**src/vdf_defines.svh**
```systemverilog
/*
 * register offsets, field positions, reset values and counts of the
 * virtual display fetch block.
 * assumes it is included by bare name, by the package and the modules.
 */
`ifndef VDF_DEFINES_SVH
`define VDF_DEFINES_SVH

// register offsets on the 8-bit register port
`define VDF_REG_MODE        8'h02
`define VDF_REG_HWIDTH      8'h04
`define VDF_REG_VLINES_LO   8'h06
`define VDF_REG_VLINES_HI   8'h07
`define VDF_REG_STATUS      8'h08
`define VDF_REG_START_LO    8'h0c
`define VDF_REG_START_HI    8'h0d
`define VDF_REG_STRIDE_OFS  8'h12

// field widths
`define VDF_START_W         15
`define VDF_OFS_W           8
`define VDF_VL_W            10
`define VDF_ADDR_W          16

// mode register fields
`define VDF_MODE_BPP_LSB    0
`define VDF_MODE_ROT_BIT    2
`define VDF_MODE_EN_BIT     7

// status register fields
`define VDF_STAT_FRAME_BIT  0
`define VDF_STAT_LINE_BIT   1
`define VDF_STAT_ROT_BIT    2
`define VDF_STAT_STEP_LSB   3

// reset values
`define VDF_RST_START       15'h0000
`define VDF_RST_OFS         8'h00
`define VDF_RST_HWIDTH      8'h14
`define VDF_RST_VLINES      10'h0f0

// display memory size in bytes
`define VDF_MEM_BYTES       40960

// blanking lengths in pixel-rate ticks, and the tick divider
`define VDF_HBLANK_TICKS    8'h08
`define VDF_VBLANK_TICKS    8'h20
`define VDF_TICK_DIV        4

`endif

```
**src/vdf_pkg.sv**
```systemverilog
/*
 * types of the virtual display fetch block: modes, states, carriers and
 * the packed state record of the main module.
 * assumes vdf_defines.svh is on the include path.
 */
`include "vdf_defines.svh"

package vdf_pkg;

	// colour depth code held in the mode register
	typedef enum logic [1:0] {
		BPP1 = 2'h0,
		BPP2 = 2'h1,
		BPP4 = 2'h2,
		BPP8 = 2'h3
	} vdf_bpp_type;

	// fetch sequencer states, one-hot
	typedef enum logic [3:0] {
		ST_IDLE   = 4'h1,
		ST_LINE   = 4'h2,
		ST_HBLANK = 4'h4,
		ST_VBLANK = 4'h8
	} vdf_state_type;

	// register port request
	typedef struct packed {
		logic [7:0] addr;
		logic [7:0] wdata;
		logic       wr;
		logic       rd;
	} vdf_bus_req_type;

	// fetch request towards display memory and panel path
	typedef struct packed {
		logic [`VDF_ADDR_W-1:0] addr;
		logic                   valid;
		logic                   line_start;
		logic                   frame_start;
	} vdf_fetch_type;

	// settings, live copy and per-frame copy
	typedef struct packed {
		logic [`VDF_START_W-1:0] start;
		logic [`VDF_OFS_W-1:0]   ofs;
		logic [7:0]              hwidth;
		logic [`VDF_VL_W-1:0]    vlines;
		vdf_bpp_type             bpp;
		logic                    rot;
		logic                    en;
	} vdf_cfg_type;

	// whole state of the main module
	typedef struct packed {
		vdf_cfg_type            cfg;
		vdf_cfg_type            frm;
		vdf_state_type          fsm;
		logic [`VDF_ADDR_W-1:0] line_base;
		logic [7:0]             word_cnt;
		logic [`VDF_VL_W-1:0]   line_cnt;
		logic [7:0]             blank_cnt;
		logic [7:0]             tick_cnt;
		logic                   tick;
		logic [7:0]             rdata;
		logic [4:0]             pan_step;
		vdf_fetch_type          fetch;
	} vdf_state_rec_type;

endpackage

```
**src/vdf_addr_wrap.sv**
```systemverilog
/*
 * adds a byte increment to a display memory byte address and folds the
 * sum back into the display memory.
 * assumes base is below MEM_BYTES and the sum stays below twice it.
 */
`timescale 1ns/100ps
`include "vdf_defines.svh"

module vdf_addr_wrap #(
	parameter int MEM_BYTES = `VDF_MEM_BYTES
) (
	// operands
	input  wire logic [`VDF_ADDR_W-1:0] BASE,
	input  wire logic [`VDF_ADDR_W-1:0] INCR,
	// folded sum
	output logic      [`VDF_ADDR_W-1:0] SUM
);

	localparam logic [`VDF_ADDR_W:0] MEM_SIZE = (`VDF_ADDR_W+1)'(MEM_BYTES);

	logic [`VDF_ADDR_W:0] raw;

	// one subtraction is enough while both operands stay below the size
	always_comb begin
		raw = {1'b0, BASE} + {1'b0, INCR};
		if (raw >= MEM_SIZE) begin
			raw = raw - MEM_SIZE;
		end
		SUM = raw[`VDF_ADDR_W-1:0];
	end

endmodule // vdf_addr_wrap

```
**src/vdf_fetch.sv**
```systemverilog
/*
 * virtual display fetch address generator: registers for start address,
 * line stride offset, width, height and mode, and a sequencer that emits
 * display memory byte addresses line by line, frame by frame.
 * assumes one 125 MHz clock, a synchronous active-low reset, a register
 * master on the same clock and a memory/panel path that takes a fetch
 * when it raises FETCH_READY.
 * it also assumes software sets width, offset and line count before it
 * sets the enable bit, and never raises both strobes in one cycle.
 * limitations: one screen region only and no palette; a zero width or
 * line count is served as one word or one line, so a frame always ends;
 * a disable written mid-frame lets the running frame finish first.
 * the fetch request stands until taken, so a slow panel path stretches
 * a line instead of losing words; blanking is timed in divider ticks.
 * settings are copied at frame start, so a rewrite costs at most one
 * frame of latency but can never tear the picture.
 */
// The implementer's own choice: strobed register access.
// Behaviour
// - line offset is 8 bits, adding 0..255 words to each line stride
// - zero offset makes the stride equal to the visible width
// - visible width comes from its own register; offset counts extras only
// - display memory is 40960 bytes; addresses wrap within it
// - landscape start address is a word offset, first word at top left
// - each frame begins at the top left, lines fetched downward
// - landscape pan step is one word: 16, 8, 4 or 2 pixels
// - rotated mode start address counts bytes, pan step halved
// - start address 15 bits, low byte and high seven bits, bit 7 reserved
`timescale 1ns/100ps
`include "vdf_defines.svh"

module vdf_fetch #(
	parameter int MEM_BYTES = `VDF_MEM_BYTES,
	parameter int TICK_DIV  = `VDF_TICK_DIV
) (
	// clock and reset
	input  wire logic                     CLK,
	input  wire logic                     RESETN,
	// register port
	input  wire vdf_pkg::vdf_bus_req_type REG_REQ,
	output logic      [7:0]               REG_RDATA,
	// fetch path
	output vdf_pkg::vdf_fetch_type        FETCH,
	input  wire logic                     FETCH_READY,
	// pixels moved by one step of the start address
	output logic      [4:0]               PAN_STEP
);

	// refuse sizes the single-subtraction wrap or the tick counter cannot serve;
	// these checks act at elaboration, before any clock runs
	if (MEM_BYTES < 32768 || MEM_BYTES > 65536) begin : g_bad_mem_size
		$error("vdf_fetch: MEM_BYTES out of range");
	end
	// an odd size would let a word straddle the fold point
	if (MEM_BYTES % 2 != 0) begin : g_bad_mem_odd
		$error("vdf_fetch: MEM_BYTES must be even");
	end
	if (TICK_DIV < 1 || TICK_DIV > 256) begin : g_bad_tick
		$error("vdf_fetch: TICK_DIV out of range");
	end
	// the start address, doubled, must fit the byte address bus
	if (`VDF_START_W + 1 > `VDF_ADDR_W) begin : g_bad_addr_w
		$error("vdf_fetch: address bus too narrow for the start address");
	end

	localparam logic [7:0] TICK_LAST = 8'(TICK_DIV - 1);

	vdf_pkg::vdf_state_rec_type st;
	vdf_pkg::vdf_state_rec_type next_st;

	// adder operands and results, and the settings in byte units
	logic [`VDF_ADDR_W-1:0] word_sum;
	logic [`VDF_ADDR_W-1:0] line_in_base;
	logic [`VDF_ADDR_W-1:0] line_in_incr;
	logic [`VDF_ADDR_W-1:0] line_sum;
	logic [`VDF_ADDR_W-1:0] start_bytes;
	logic [`VDF_ADDR_W-1:0] stride_bytes;
	logic [8:0]             line_words;
	logic                   take;

	// pixels held in one 16-bit word at a colour depth
	// the panel path unpacks the word; this only counts its pixels
	function automatic logic [4:0] pix_per_word(input vdf_pkg::vdf_bpp_type bpp);
		case (bpp)
			vdf_pkg::BPP1: pix_per_word = 5'h10;
			vdf_pkg::BPP2: pix_per_word = 5'h08;
			vdf_pkg::BPP4: pix_per_word = 5'h04;
			default:       pix_per_word = 5'h02;
		endcase
	endfunction

	// pixels moved by one start address step; a byte is half a word
	// latched at frame start so the status byte matches the picture shown
	function automatic logic [4:0] pan_pixels(input vdf_pkg::vdf_cfg_type c);
		if (c.rot) begin
			pan_pixels = pix_per_word(c.bpp) >> 1;
		end else begin
			pan_pixels = pix_per_word(c.bpp);
		end
	endfunction

	// byte address of the first fetch of a frame
	// the live start is read here, since only idle uses it to place a frame
	always_comb begin
		if (st.cfg.rot) begin
			start_bytes = {1'b0, st.cfg.start};
		end else begin
			start_bytes = {st.cfg.start, 1'b0};
		end
	end

	// memory stride of one line: visible words plus extra words, in bytes;
	// the word sum needs nine bits, since both terms may reach 255
	always_comb begin
		line_words = {1'b0, st.frm.hwidth} + {1'b0, st.frm.ofs};
		stride_bytes = {6'h00, line_words, 1'b0};
	end

	// the line adder also places the frame start, so one adder serves both
	always_comb begin
		if (st.fsm == vdf_pkg::ST_IDLE) begin
			line_in_base = '0;
			line_in_incr = start_bytes;
		end else begin
			line_in_base = st.line_base;
			line_in_incr = stride_bytes;
		end
	end

	// next word along the current line
	// a line that runs past the end of memory continues at address zero, or at one when its byte address is odd
	vdf_addr_wrap #(
		.MEM_BYTES (MEM_BYTES)
	) u_word_wrap (
		.BASE (st.fetch.addr),
		.INCR (16'h0002),
		.SUM  (word_sum)
	);

	// next line base, or frame base while idle
	// a doubled start address beyond the memory end folds the same way
	vdf_addr_wrap #(
		.MEM_BYTES (MEM_BYTES)
	) u_line_wrap (
		.BASE (line_in_base),
		.INCR (line_in_incr),
		.SUM  (line_sum)
	);

	// a fetch is taken when valid and ready meet at a rising edge
	assign take = st.fetch.valid & FETCH_READY;

	// next state: registers, read data, divider and sequencer
	always_comb begin
		next_st = st;
		next_st.fetch.line_start  = 1'b0;
		next_st.fetch.frame_start = 1'b0;
		next_st.rdata = 8'h00;

		// pixel-rate enable used to time the blanking gaps
		// with a divider of one the tick stands high on every cycle
		if (st.tick_cnt == TICK_LAST) begin
			next_st.tick_cnt = 8'h00;
			next_st.tick = 1'b1;
		end else begin
			next_st.tick_cnt = st.tick_cnt + 8'h01;
			next_st.tick = 1'b0;
		end

		// register writes land in the live copy only
		if (REG_REQ.wr) begin
			case (REG_REQ.addr)
				`VDF_REG_START_LO: begin
					next_st.cfg.start[7:0] = REG_REQ.wdata;
				end
				// bit 7 of the high byte is reserved and never stored
				`VDF_REG_START_HI: begin
					next_st.cfg.start[14:8] = REG_REQ.wdata[6:0];
				end
				// the offset counts extra words only, never the visible ones
				`VDF_REG_STRIDE_OFS: begin
					next_st.cfg.ofs = REG_REQ.wdata;
				end
				`VDF_REG_HWIDTH: begin
					next_st.cfg.hwidth = REG_REQ.wdata;
				end
				// line count: low byte, then two high bits
				`VDF_REG_VLINES_LO: begin
					next_st.cfg.vlines[7:0] = REG_REQ.wdata;
				end
				`VDF_REG_VLINES_HI: begin
					next_st.cfg.vlines[9:8] = REG_REQ.wdata[1:0];
				end
				// depth, orientation and enable share one byte
				`VDF_REG_MODE: begin
					next_st.cfg.bpp = vdf_pkg::vdf_bpp_type'(
						REG_REQ.wdata[`VDF_MODE_BPP_LSB +: 2]);
					next_st.cfg.rot = REG_REQ.wdata[`VDF_MODE_ROT_BIT];
					next_st.cfg.en  = REG_REQ.wdata[`VDF_MODE_EN_BIT];
				end
				default: begin
				end
			endcase
		end

		// register reads answer in the next cycle; unmapped reads give zero
		if (REG_REQ.rd) begin
			case (REG_REQ.addr)
				`VDF_REG_START_LO: begin
					next_st.rdata = st.cfg.start[7:0];
				end
				`VDF_REG_START_HI: begin
					next_st.rdata = {1'b0, st.cfg.start[14:8]};
				end
				`VDF_REG_STRIDE_OFS: begin
					next_st.rdata = st.cfg.ofs;
				end
				`VDF_REG_HWIDTH: begin
					next_st.rdata = st.cfg.hwidth;
				end
				`VDF_REG_VLINES_LO: begin
					next_st.rdata = st.cfg.vlines[7:0];
				end
				`VDF_REG_VLINES_HI: begin
					next_st.rdata = {6'h00, st.cfg.vlines[9:8]};
				end
				// mode reads back as written, unused bits as zero
				`VDF_REG_MODE: begin
					next_st.rdata = 8'h00;
					next_st.rdata[`VDF_MODE_BPP_LSB +: 2] = st.cfg.bpp;
					next_st.rdata[`VDF_MODE_ROT_BIT] = st.cfg.rot;
					next_st.rdata[`VDF_MODE_EN_BIT] = st.cfg.en;
				end
				// the status byte reports the running frame, not the live settings
				`VDF_REG_STATUS: begin
					next_st.rdata = 8'h00;
					next_st.rdata[`VDF_STAT_FRAME_BIT] = (st.fsm != vdf_pkg::ST_IDLE);
					next_st.rdata[`VDF_STAT_LINE_BIT] = (st.fsm == vdf_pkg::ST_LINE);
					next_st.rdata[`VDF_STAT_ROT_BIT] = st.frm.rot;
					next_st.rdata[`VDF_STAT_STEP_LSB +: 5] = st.pan_step;
				end
				default: begin
					next_st.rdata = 8'h00;
				end
			endcase
		end

		// fetch sequencer
		case (st.fsm)
			// a frame starts only from idle, so settings are taken only here
			vdf_pkg::ST_IDLE: begin
				if (st.cfg.en) begin
					// freeze the settings so a write mid-frame cannot tear it
					next_st.frm = st.cfg;
					next_st.pan_step = pan_pixels(st.cfg);
					next_st.line_base = line_sum;
					next_st.fetch.addr = line_sum;
					next_st.fetch.valid = 1'b1;
					next_st.fetch.line_start = 1'b1;
					next_st.fetch.frame_start = 1'b1;
					next_st.word_cnt = 8'h00;
					next_st.line_cnt = '0;
					next_st.fsm = vdf_pkg::ST_LINE;
				end
			end

			// each take moves to the next word; the last one ends the line
			vdf_pkg::ST_LINE: begin
				if (take) begin
					// a zero width still fetches one word, to keep the line finite
					if ({1'b0, st.word_cnt} + 9'h001 >= {1'b0, st.frm.hwidth}) begin
						next_st.fetch.valid = 1'b0;
						next_st.line_base = line_sum;
						next_st.line_cnt = st.line_cnt + 10'h001;
						next_st.blank_cnt = 8'h00;
						if ({1'b0, st.line_cnt} + 11'h001 >= {1'b0, st.frm.vlines}) begin
							next_st.fsm = vdf_pkg::ST_VBLANK;
						end else begin
							next_st.fsm = vdf_pkg::ST_HBLANK;
						end
					end else begin
						// still inside the line: step one word, folding at the memory end
						next_st.fetch.addr = word_sum;
						next_st.word_cnt = st.word_cnt + 8'h01;
					end
				end
			end

			// the line base was advanced when the previous line ended
			vdf_pkg::ST_HBLANK: begin
				if (st.tick) begin
					if (st.blank_cnt + 8'h01 >= `VDF_HBLANK_TICKS) begin
						next_st.fetch.addr = st.line_base;
						next_st.fetch.valid = 1'b1;
						next_st.fetch.line_start = 1'b1;
						next_st.word_cnt = 8'h00;
						next_st.fsm = vdf_pkg::ST_LINE;
					end else begin
						next_st.blank_cnt = st.blank_cnt + 8'h01;
					end
				end
			end

			// back to idle, where the enable decides about the next frame
			vdf_pkg::ST_VBLANK: begin
				if (st.tick) begin
					if (st.blank_cnt + 8'h01 >= `VDF_VBLANK_TICKS) begin
						next_st.fsm = vdf_pkg::ST_IDLE;
					end else begin
						next_st.blank_cnt = st.blank_cnt + 8'h01;
					end
				end
			end
			default: begin
				// an illegal state drops the request and recovers in idle
				next_st.fetch.valid = 1'b0;
				next_st.fsm = vdf_pkg::ST_IDLE;
			end
		endcase
	end

	// state register; reset loads constants only
	always_ff @(posedge CLK) begin
		if (!RESETN) begin
			// settings come up at their reset values and the sequencer idles
			st <= '0;
			st.cfg.start <= `VDF_RST_START;
			st.cfg.ofs <= `VDF_RST_OFS;
			st.cfg.hwidth <= `VDF_RST_HWIDTH;
			st.cfg.vlines <= `VDF_RST_VLINES;
			st.cfg.bpp <= vdf_pkg::BPP1;
			st.frm.bpp <= vdf_pkg::BPP1;
			st.fsm <= vdf_pkg::ST_IDLE;
		end else begin
			st <= next_st;
		end
	end

	// outputs straight from the state flops
	// every output is a flop, so the panel path never sees a glitch
	assign REG_RDATA = st.rdata;
	assign FETCH = st.fetch;
	assign PAN_STEP = st.pan_step;

endmodule // vdf_fetch

```
**config.mk**
```make
export PLATFORM = sky130hd
export DESIGN_NAME = vdf_fetch
export DESIGN_NICKNAME = d
export VERILOG_FILES = /design/src/vdf_pkg.sv /design/src/vdf_addr_wrap.sv /design/src/vdf_fetch.sv
export VERILOG_INCLUDE_DIRS = /design/src /design/src/src
export SDC_FILE = /design/constraint.sdc
export NUM_CORES = 1
export LEC_CHECK = 0
export BUFFER_PORTS_ARGS = -buffer_cell sky130_fd_sc_hd__buf_4
export CAP_MARGIN = 30
export CORE_MARGIN = 1.5
export CORE_UTILIZATION = 55
export CTS_CLUSTER_SIZE = 28
export DETAILED_ROUTE_END_ITERATION = 7
export MAX_ROUTING_LAYER = met4
export PLACE_DENSITY = 0.73
export SLEW_MARGIN = 20
export SYNTH_ARGS = -nofsm -noshare
export SYNTH_HDL_FRONTEND = slang
export SYNTH_HIERARCHICAL = 1
export SYNTH_SLANG_ARGS = --single-unit
```
**constraint.sdc**
```tcl
create_clock -name CLK -period 9.36 [get_ports CLK]
set_input_delay 1.872 -clock CLK [delete_from_list [all_inputs] [get_ports CLK]]
set_output_delay 1.872 -clock CLK [all_outputs]
set_load 0.02 [all_outputs]
```
# Word level (Yosys, flattened, before mapping)
# Index checks and enable logic that the tools add are counted.
# W data, S select, Z words.
[word_totals]
mem_bits_ro = 0
output_inout_bits = 32
ramBits = 0
latch_bits = 0
n_memories = 0
inputBits = 21
wordCells = 131
register_bits = 159
[classes]
mux = 39
mul = 0
eq_ne = 26
n_reduce_logical = 20
div_mod_pow = 0
bitwise_logic = 3
n_addsub = 11
shift = 0
magnitude_cmp = 6
[ops]
columns = ["cell", "n"]
rows = [
  ["$mux W16", 6],
  ["$pmux W8 S8", 1],
  ["$mux W8", 7],
  ["$mux W18", 3],
  ["$pmux W16 S3", 1],
  ["$pmux W8 S3", 2],
  ["$mux W46", 1],
  ["$mux W38", 1],
  ["$ge A17 B16 Y1 const B", 2],
  ["$pmux W16 S2", 1],
  ["$sub A16 B16 Y16 const B", 2],
  ["$add A8 B1 Y8 const B", 3],
  ["$eq A8 B3 Y1 const B", 3],
  ["$eq A8 B4 Y1 const B", 3],
  ["$mux W20", 1],
  ["$mux W4", 5],
  ["$pmux W10 S2", 1],
  ["$reduce_and A2 Y1", 10],
  ["$mux W19", 1],
  ["$ne A2 B2 Y1 const B", 9],
  ["$add A16 B16 Y17", 1],
  ["$add A16 B2 Y17 const B", 1],
  ["$mux W17", 1],
  ["$eq A8 B2 Y1 const B", 2],
  ["other kinds (32)", 37],
]

# Longest topological paths before layout
[logic_depth]
ltp_word = 8
mapped_depth = 23
mapped_depth_nobuf = 23

# Cells and area by module
# The synthesis kept the hierarchy.
[by_module_without_submodules]
columns = ["module", "cells_per_inst", "seq_area_each_um2", "area_per_inst_um2", "n_inst"]
rows = [
  ["vdf_fetch", 1038, 3183.1, 8391.8, 1],
  ["vdf_addr_wrap", 114, 0.0, 897.1, 2],
]

# Worst setup path after synthesis
# OpenSTA, ideal clock, no wires.
[synth_path]
path_type = "reg2reg"
start = "register st[101] (netlist bit)"
end = "register st, in the netlist FETCH[17]"
period_less_slack_ns = 4.511
setup_time_ns = 0.088
path_buffers = 0
arrival_time_ns = 4.423
path_slack_ns = 4.849
required_ns = 9.272
stages_incl_launch_ff = 22
cell_sequence = "dfxtp_1 ha_1 inv_1 fa_1 nor2b_1 o21ai_0 a21boi_0 o21a_1 o21a_1 o41a_1 ha_1 and3_1 a311o_1 a211o_2 xnor2_1 ha_1 inv_1 a21bo_4 mux2_4 o31ai_2 a22oi_1 a311oi_2"
[synth_via]
elab_chain_len = 7
word_cells_on_any_way = 11
cone_classes = "3 x add/sub; 2 x order compare; 1 x eq/ne; 4 x mux; 1 x reduce/logical"
[synth_lines]
columns = ["item", "line_no", "text"]
rows = [
  ["start, declared", "vdf_fetch.sv:68", "vdf_pkg::vdf_state_rec_type st;"],
  ["start signal, assigned", "vdf_fetch.sv:335", "st <= next_st;"],
  ["$add A8 B8 Y9 (*)", "vdf_fetch.sv:115", "line_words = {1'b0, st.frm.hwidth} + {1'b0, st.frm.ofs};"],
  ["$mux W16 (*)", "vdf_fetch.sv:121", "if (st.fsm == vdf_pkg::ST_IDLE) begin"],
  ["named net line_in_incr[9]", "vdf_fetch.sv:74", "logic [`VDF_ADDR_W-1:0] line_in_incr;"],
  ["$add A16 B16 Y17 (*)", "vdf_addr_wrap.sv:25", "raw = {1'b0, BASE} + {1'b0, INCR};"],
  ["$sub A16 B16 Y16 / $ge A17 B16 Y1 (equally long branches)", "vdf_addr_wrap.sv:27, vdf_addr_wrap.sv:26", ""],
  ["$mux W16 (*)", "vdf_addr_wrap.sv:26", "if (raw >= MEM_SIZE) begin"],
  ["named net line_sum[14]", "vdf_fetch.sv:75", "logic [`VDF_ADDR_W-1:0] line_sum;"],
  ["$mux W19 (*)", "vdf_fetch.sv:252", "if (st.cfg.en) begin"],
  ["$pmux W16 S3 (*)", "vdf_fetch.sv:249", "case (st.fsm)"],
]
# Mark *: on every way through the listed nets, which the timed path passes. The rest lies on a longest branch. The select of a mux whose other input is x is not followed.
# A chain may end at the register's enable or synchronous reset.

# Final worst setup path
# Ends and elaborated chain as after synthesis.

==> run_results.csv <==
group,metric,value,unit
worst_setup_path,slowest_delay,0.41,ns
global_routing,grt_first_pass_wirelength,42400,um
job,cap_violations,0,
yosys,synth_edf_count,0,
die,die_h,139,um
power,ir_worst_vdd,0.122,mV
power,p_leak,4.35,nW
min_path,hold_end,"st[92]",
layout,nNetsFinal,1344,
outcome,violations,"design-rule violations",
timing,hold_viol,0,
detailed_routing,drt_first_iter_violations,634,
cts,clockBufferDepth,2,
timing,fmax,203,MHz
cts,cts-buffers-inserted,17,
worst_setup_path,critical_path_required,9.70,ns
global_routing,grt_use_total,27.5,%
global_routing,grt_start_max_net_pins,84,
min_path,worstHoldPathCells,2,
global_routing,grt_pass1_vias,8651,
worst_setup_path,cp-startpoint,"st[101]",
die,rows,49,
worst_setup_path,startpoint_type,"flop",
yosys,yosys-top-cells-count,"nand2_1, dfxtp_1, a21oi_1, nand3_1, ha_1",
cts,cts.htree.levels,4,
layout,final_cells,1498,
yosys,ys_seq_area_share,31.2,%
worst_setup_path,cp_max_fo,5,
die,initial_core_util,56.3,%
layout,area_growth,8.91,%
timing,final.period_utilization,52.7,%
outcome,status,"complete, but fails checks",
die,fp.dieArea,0.0193,mm^2
yosys,yosys.area.top_type,"dfxtp_1",
worst_setup_path,worst_r2r_endpoint,"FETCH[17]",
timing,relSlewSlack,36.8,%
worst_setup_path,crit_buf_inv,2,
worst_setup_path,cpLargestDelayFamily,"compound AO/OA/AOI/OAI gates",
layout,diodes,0,
detailed_routing,dr.pass1.iters,8,
yosys,ys_seq_elements,159,
placed_design,dpl_worst_slack,4.46,ns
worst_setup_path,end_kind,"flop",
cts,cts-root-buf,"clkbuf_16",
detailed_routing,vias,9294,
power,total_power,0.00175,W
detailed_routing,ant_nets,0,
layout,fillers,1625,
placed_design,dp_hpwl,18500,um
cts,cts_setup_buffers,0,
cts,cts_num_sinks,159,
timing,hold_slack,0.454,ns
worst_setup_path,crit_path_cell_trace,"ha_1, inv_1, fa_1, nor2b_1, o21ai_0, a21boi_0, o21a_1, o21a_1, o41a_1, ha_1, and3_1, a311o_1, a211o_2, xnor2_1, ha_1, inv_1, a21bo_4, mux2_4, o31ai_2, a22oi_1, a311oi_2",
layout,drive_gt1_share,11.3,%
yosys,yosys-top-cells-area,"dfxtp_1, ha_1, a21oi_1, nand2_1, nand3_1",
die,ios,53,
cts,cts_resized,0,
worst_setup_path,ff2ff_setup_slack,4.42,ns
timing,period_needed,4.94,ns
yosys,ys_types,82,
timing,max_slew.worst_pin.slew,0.945,ns
worst_setup_path,ff2ff_path_depth,21,
placed_design,post-place-cells,1465,
timing,rsz0062_at_grt,"no",
detailed_routing,via_per_inst,6.20,
worst_setup_path,critical_path_class,"flop to flop",
yosys,yosys_warnings,6,
worst_setup_path,cp.arrival,5.28,ns
worst_setup_path,critical_path_depth,21,
timing,fin_ws,4.42,ns
timing,fin_tns_setup,0,ns
die,die_x,139,um
cts,clk_latency,0.44,ns
global_routing,overflow,0,
yosys,netlist_area,0.0102,mm^2
worst_setup_path,cpMaxStageDelayCell,"a311o_1",
global_routing,antenna_found_initial,0,
cts,path_clk_slew,0.07,ns
worst_setup_path,r2r-start,"st[101]",
placed_design,routabilityCongestion,0.975,
yosys,avgSynthCellArea,8.05,um^2
cts,ctsHoldBuffers,0,
yosys,yosysMostFrequentCell,"nand2_1",
min_path,min_from,"st[92]",
detailed_routing,drc_errors,7,
min_path,hold_path.class,"flop to flop",
timing,drv_slew,0,
yosys,netlist_instances,1266,
detailed_routing,wl_per_cell,17.0,um
yosys,async_reset_ff_share,0,%
placed_design,port_buffers,52,
yosys,synth_top_area_share,31.2,%
power,power_density,158,mW/mm^2
timing,clock-skew-final,0.0144,ns
cts,cts_tree,"built",
worst_setup_path,crit_top_cell,"ha_1",
timing,setup_viol,0,
detailed_routing,wirelength,25400,um
die,core,0.0181,mm^2
yosys,synthFlopType,"dfxtp_1",
-- power breakdown --
| part | switching, W | internal [W] |
|---|---|---|
| combinational | 0.000181 | 0.000126 |
| sequential | 0.0000153 | 0.000691 |
| clock | 0.000303 | 0.000433 |
-- flip-flops by register name, summed over array words and instances, names as in the netlist --
register   cells
st           127
REG_RDATA      8
PAN_STEP       5
FETCH         19
-- cells in the final DEF (no fill, tap or decap), types with 7 or more instances in the layout --
master and instances:
conb_1 17, nand3_1 83, nand4_1 23, nor2b_1 12, nand2b_1 10, or3_1 11
and3_1 26, mux2i_1 20, nor3_1 21, dfxtp_1 159, o211ai_1 8, a311oi_1 12
a31o_2 7, buf_4 62, ha_1 64, nor2_1 56, and2_1 26, a311oi_2 9
o21a_1 7, nand2_1 168, o21ai_0 39, a222oi_1 9, a21oi_1 138, a211oi_1 9
clkbuf_16 17, a22oi_1 19, xnor2_1 23, a21o_1 17, inv_1 35, xor2_1 24
-- worst max path at each step --
stage | end | slack (ns)
after detailed placement | FETCH[17] | 4.46
after global placement | FETCH[17] | 4.55
after CTS | FETCH[17] | 4.44
after global routing | FETCH[16] | 4.14
after floorplan | FETCH[17] | 4.85
final | FETCH[17] | 4.42
-- metal layers --
metal / routed length, um / share of wire, % / global-route usage, % / vias up
li1: - / - / - / 4551
met1: 11200 / 44 / 33.8 / 4383
met2: 12300 / 48 / 45.2 / 307
met3: 1300 / 5.1 / 4.94 / 53
met4: 646 / 2.5 / 9.91 / 0
met5: 0 / 0 / - / -
-- cells by family (layout without fill, tap and decap cells) --
family                     count (synthesis)  after routing  synth area share [%]
AOI/OAI and AO/OA                        347            347                  23.5
xor gates and xnor gates                  47             47                  4.04
adders and majority gates                 67             67                  8.45
buffers and inverters                    144            132                  6.98
DFF                                      159            159                  31.2
muxes                                     22             22                  2.26
other                                      2             17                0.0737
and+or+nand+nor                          478            478                  23.4
-- per-stage QoR --
step           cell area [um^2]  utilization, %
2_1_floorplan             10200               -
3_3_place_gp              10400            57.7
3_5_place_dp              10500            57.9
4_1_cts                   11100            61.3
5_1_grt                   11100            61.3
6_report                  11100            61.3
-- layout make-up --
cell class | count | area (um^2) | share of cell area [%]
multi-input cells | 978 | 6370 | 57.4
flip-flops and latches | 159 | 3180 | 28.7
repair buffers | 64 | 498 | 4.49
clock buffers | 19 | 443 | 3.99
well taps | 229 | 287 | 2.58
clock inverters | 13 | 175 | 1.58
inverters | 36 | 136 | 1.23
-- worst register-to-register path, stage by stage, from the launching register on --
cell and delay (ns):
dfxtp_1 0.33, ha_1 0.21, inv_1 0.07, fa_1 0.20, nor2b_1 0.06, o21ai_0 0.19
a21boi_0 0.15, o21a_1 0.21, o21a_1 0.18, o41a_1 0.32, ha_1 0.35, and3_1 0.20
a311o_1 0.41, a211o_2 0.36, xnor2_1 0.33, ha_1 0.27, inv_1 0.06, a21bo_4 0.22
mux2_4 0.30, o31ai_2 0.07, a22oi_1 0.11, a311oi_2 0.26
Power figures use the tool's default switching activity.
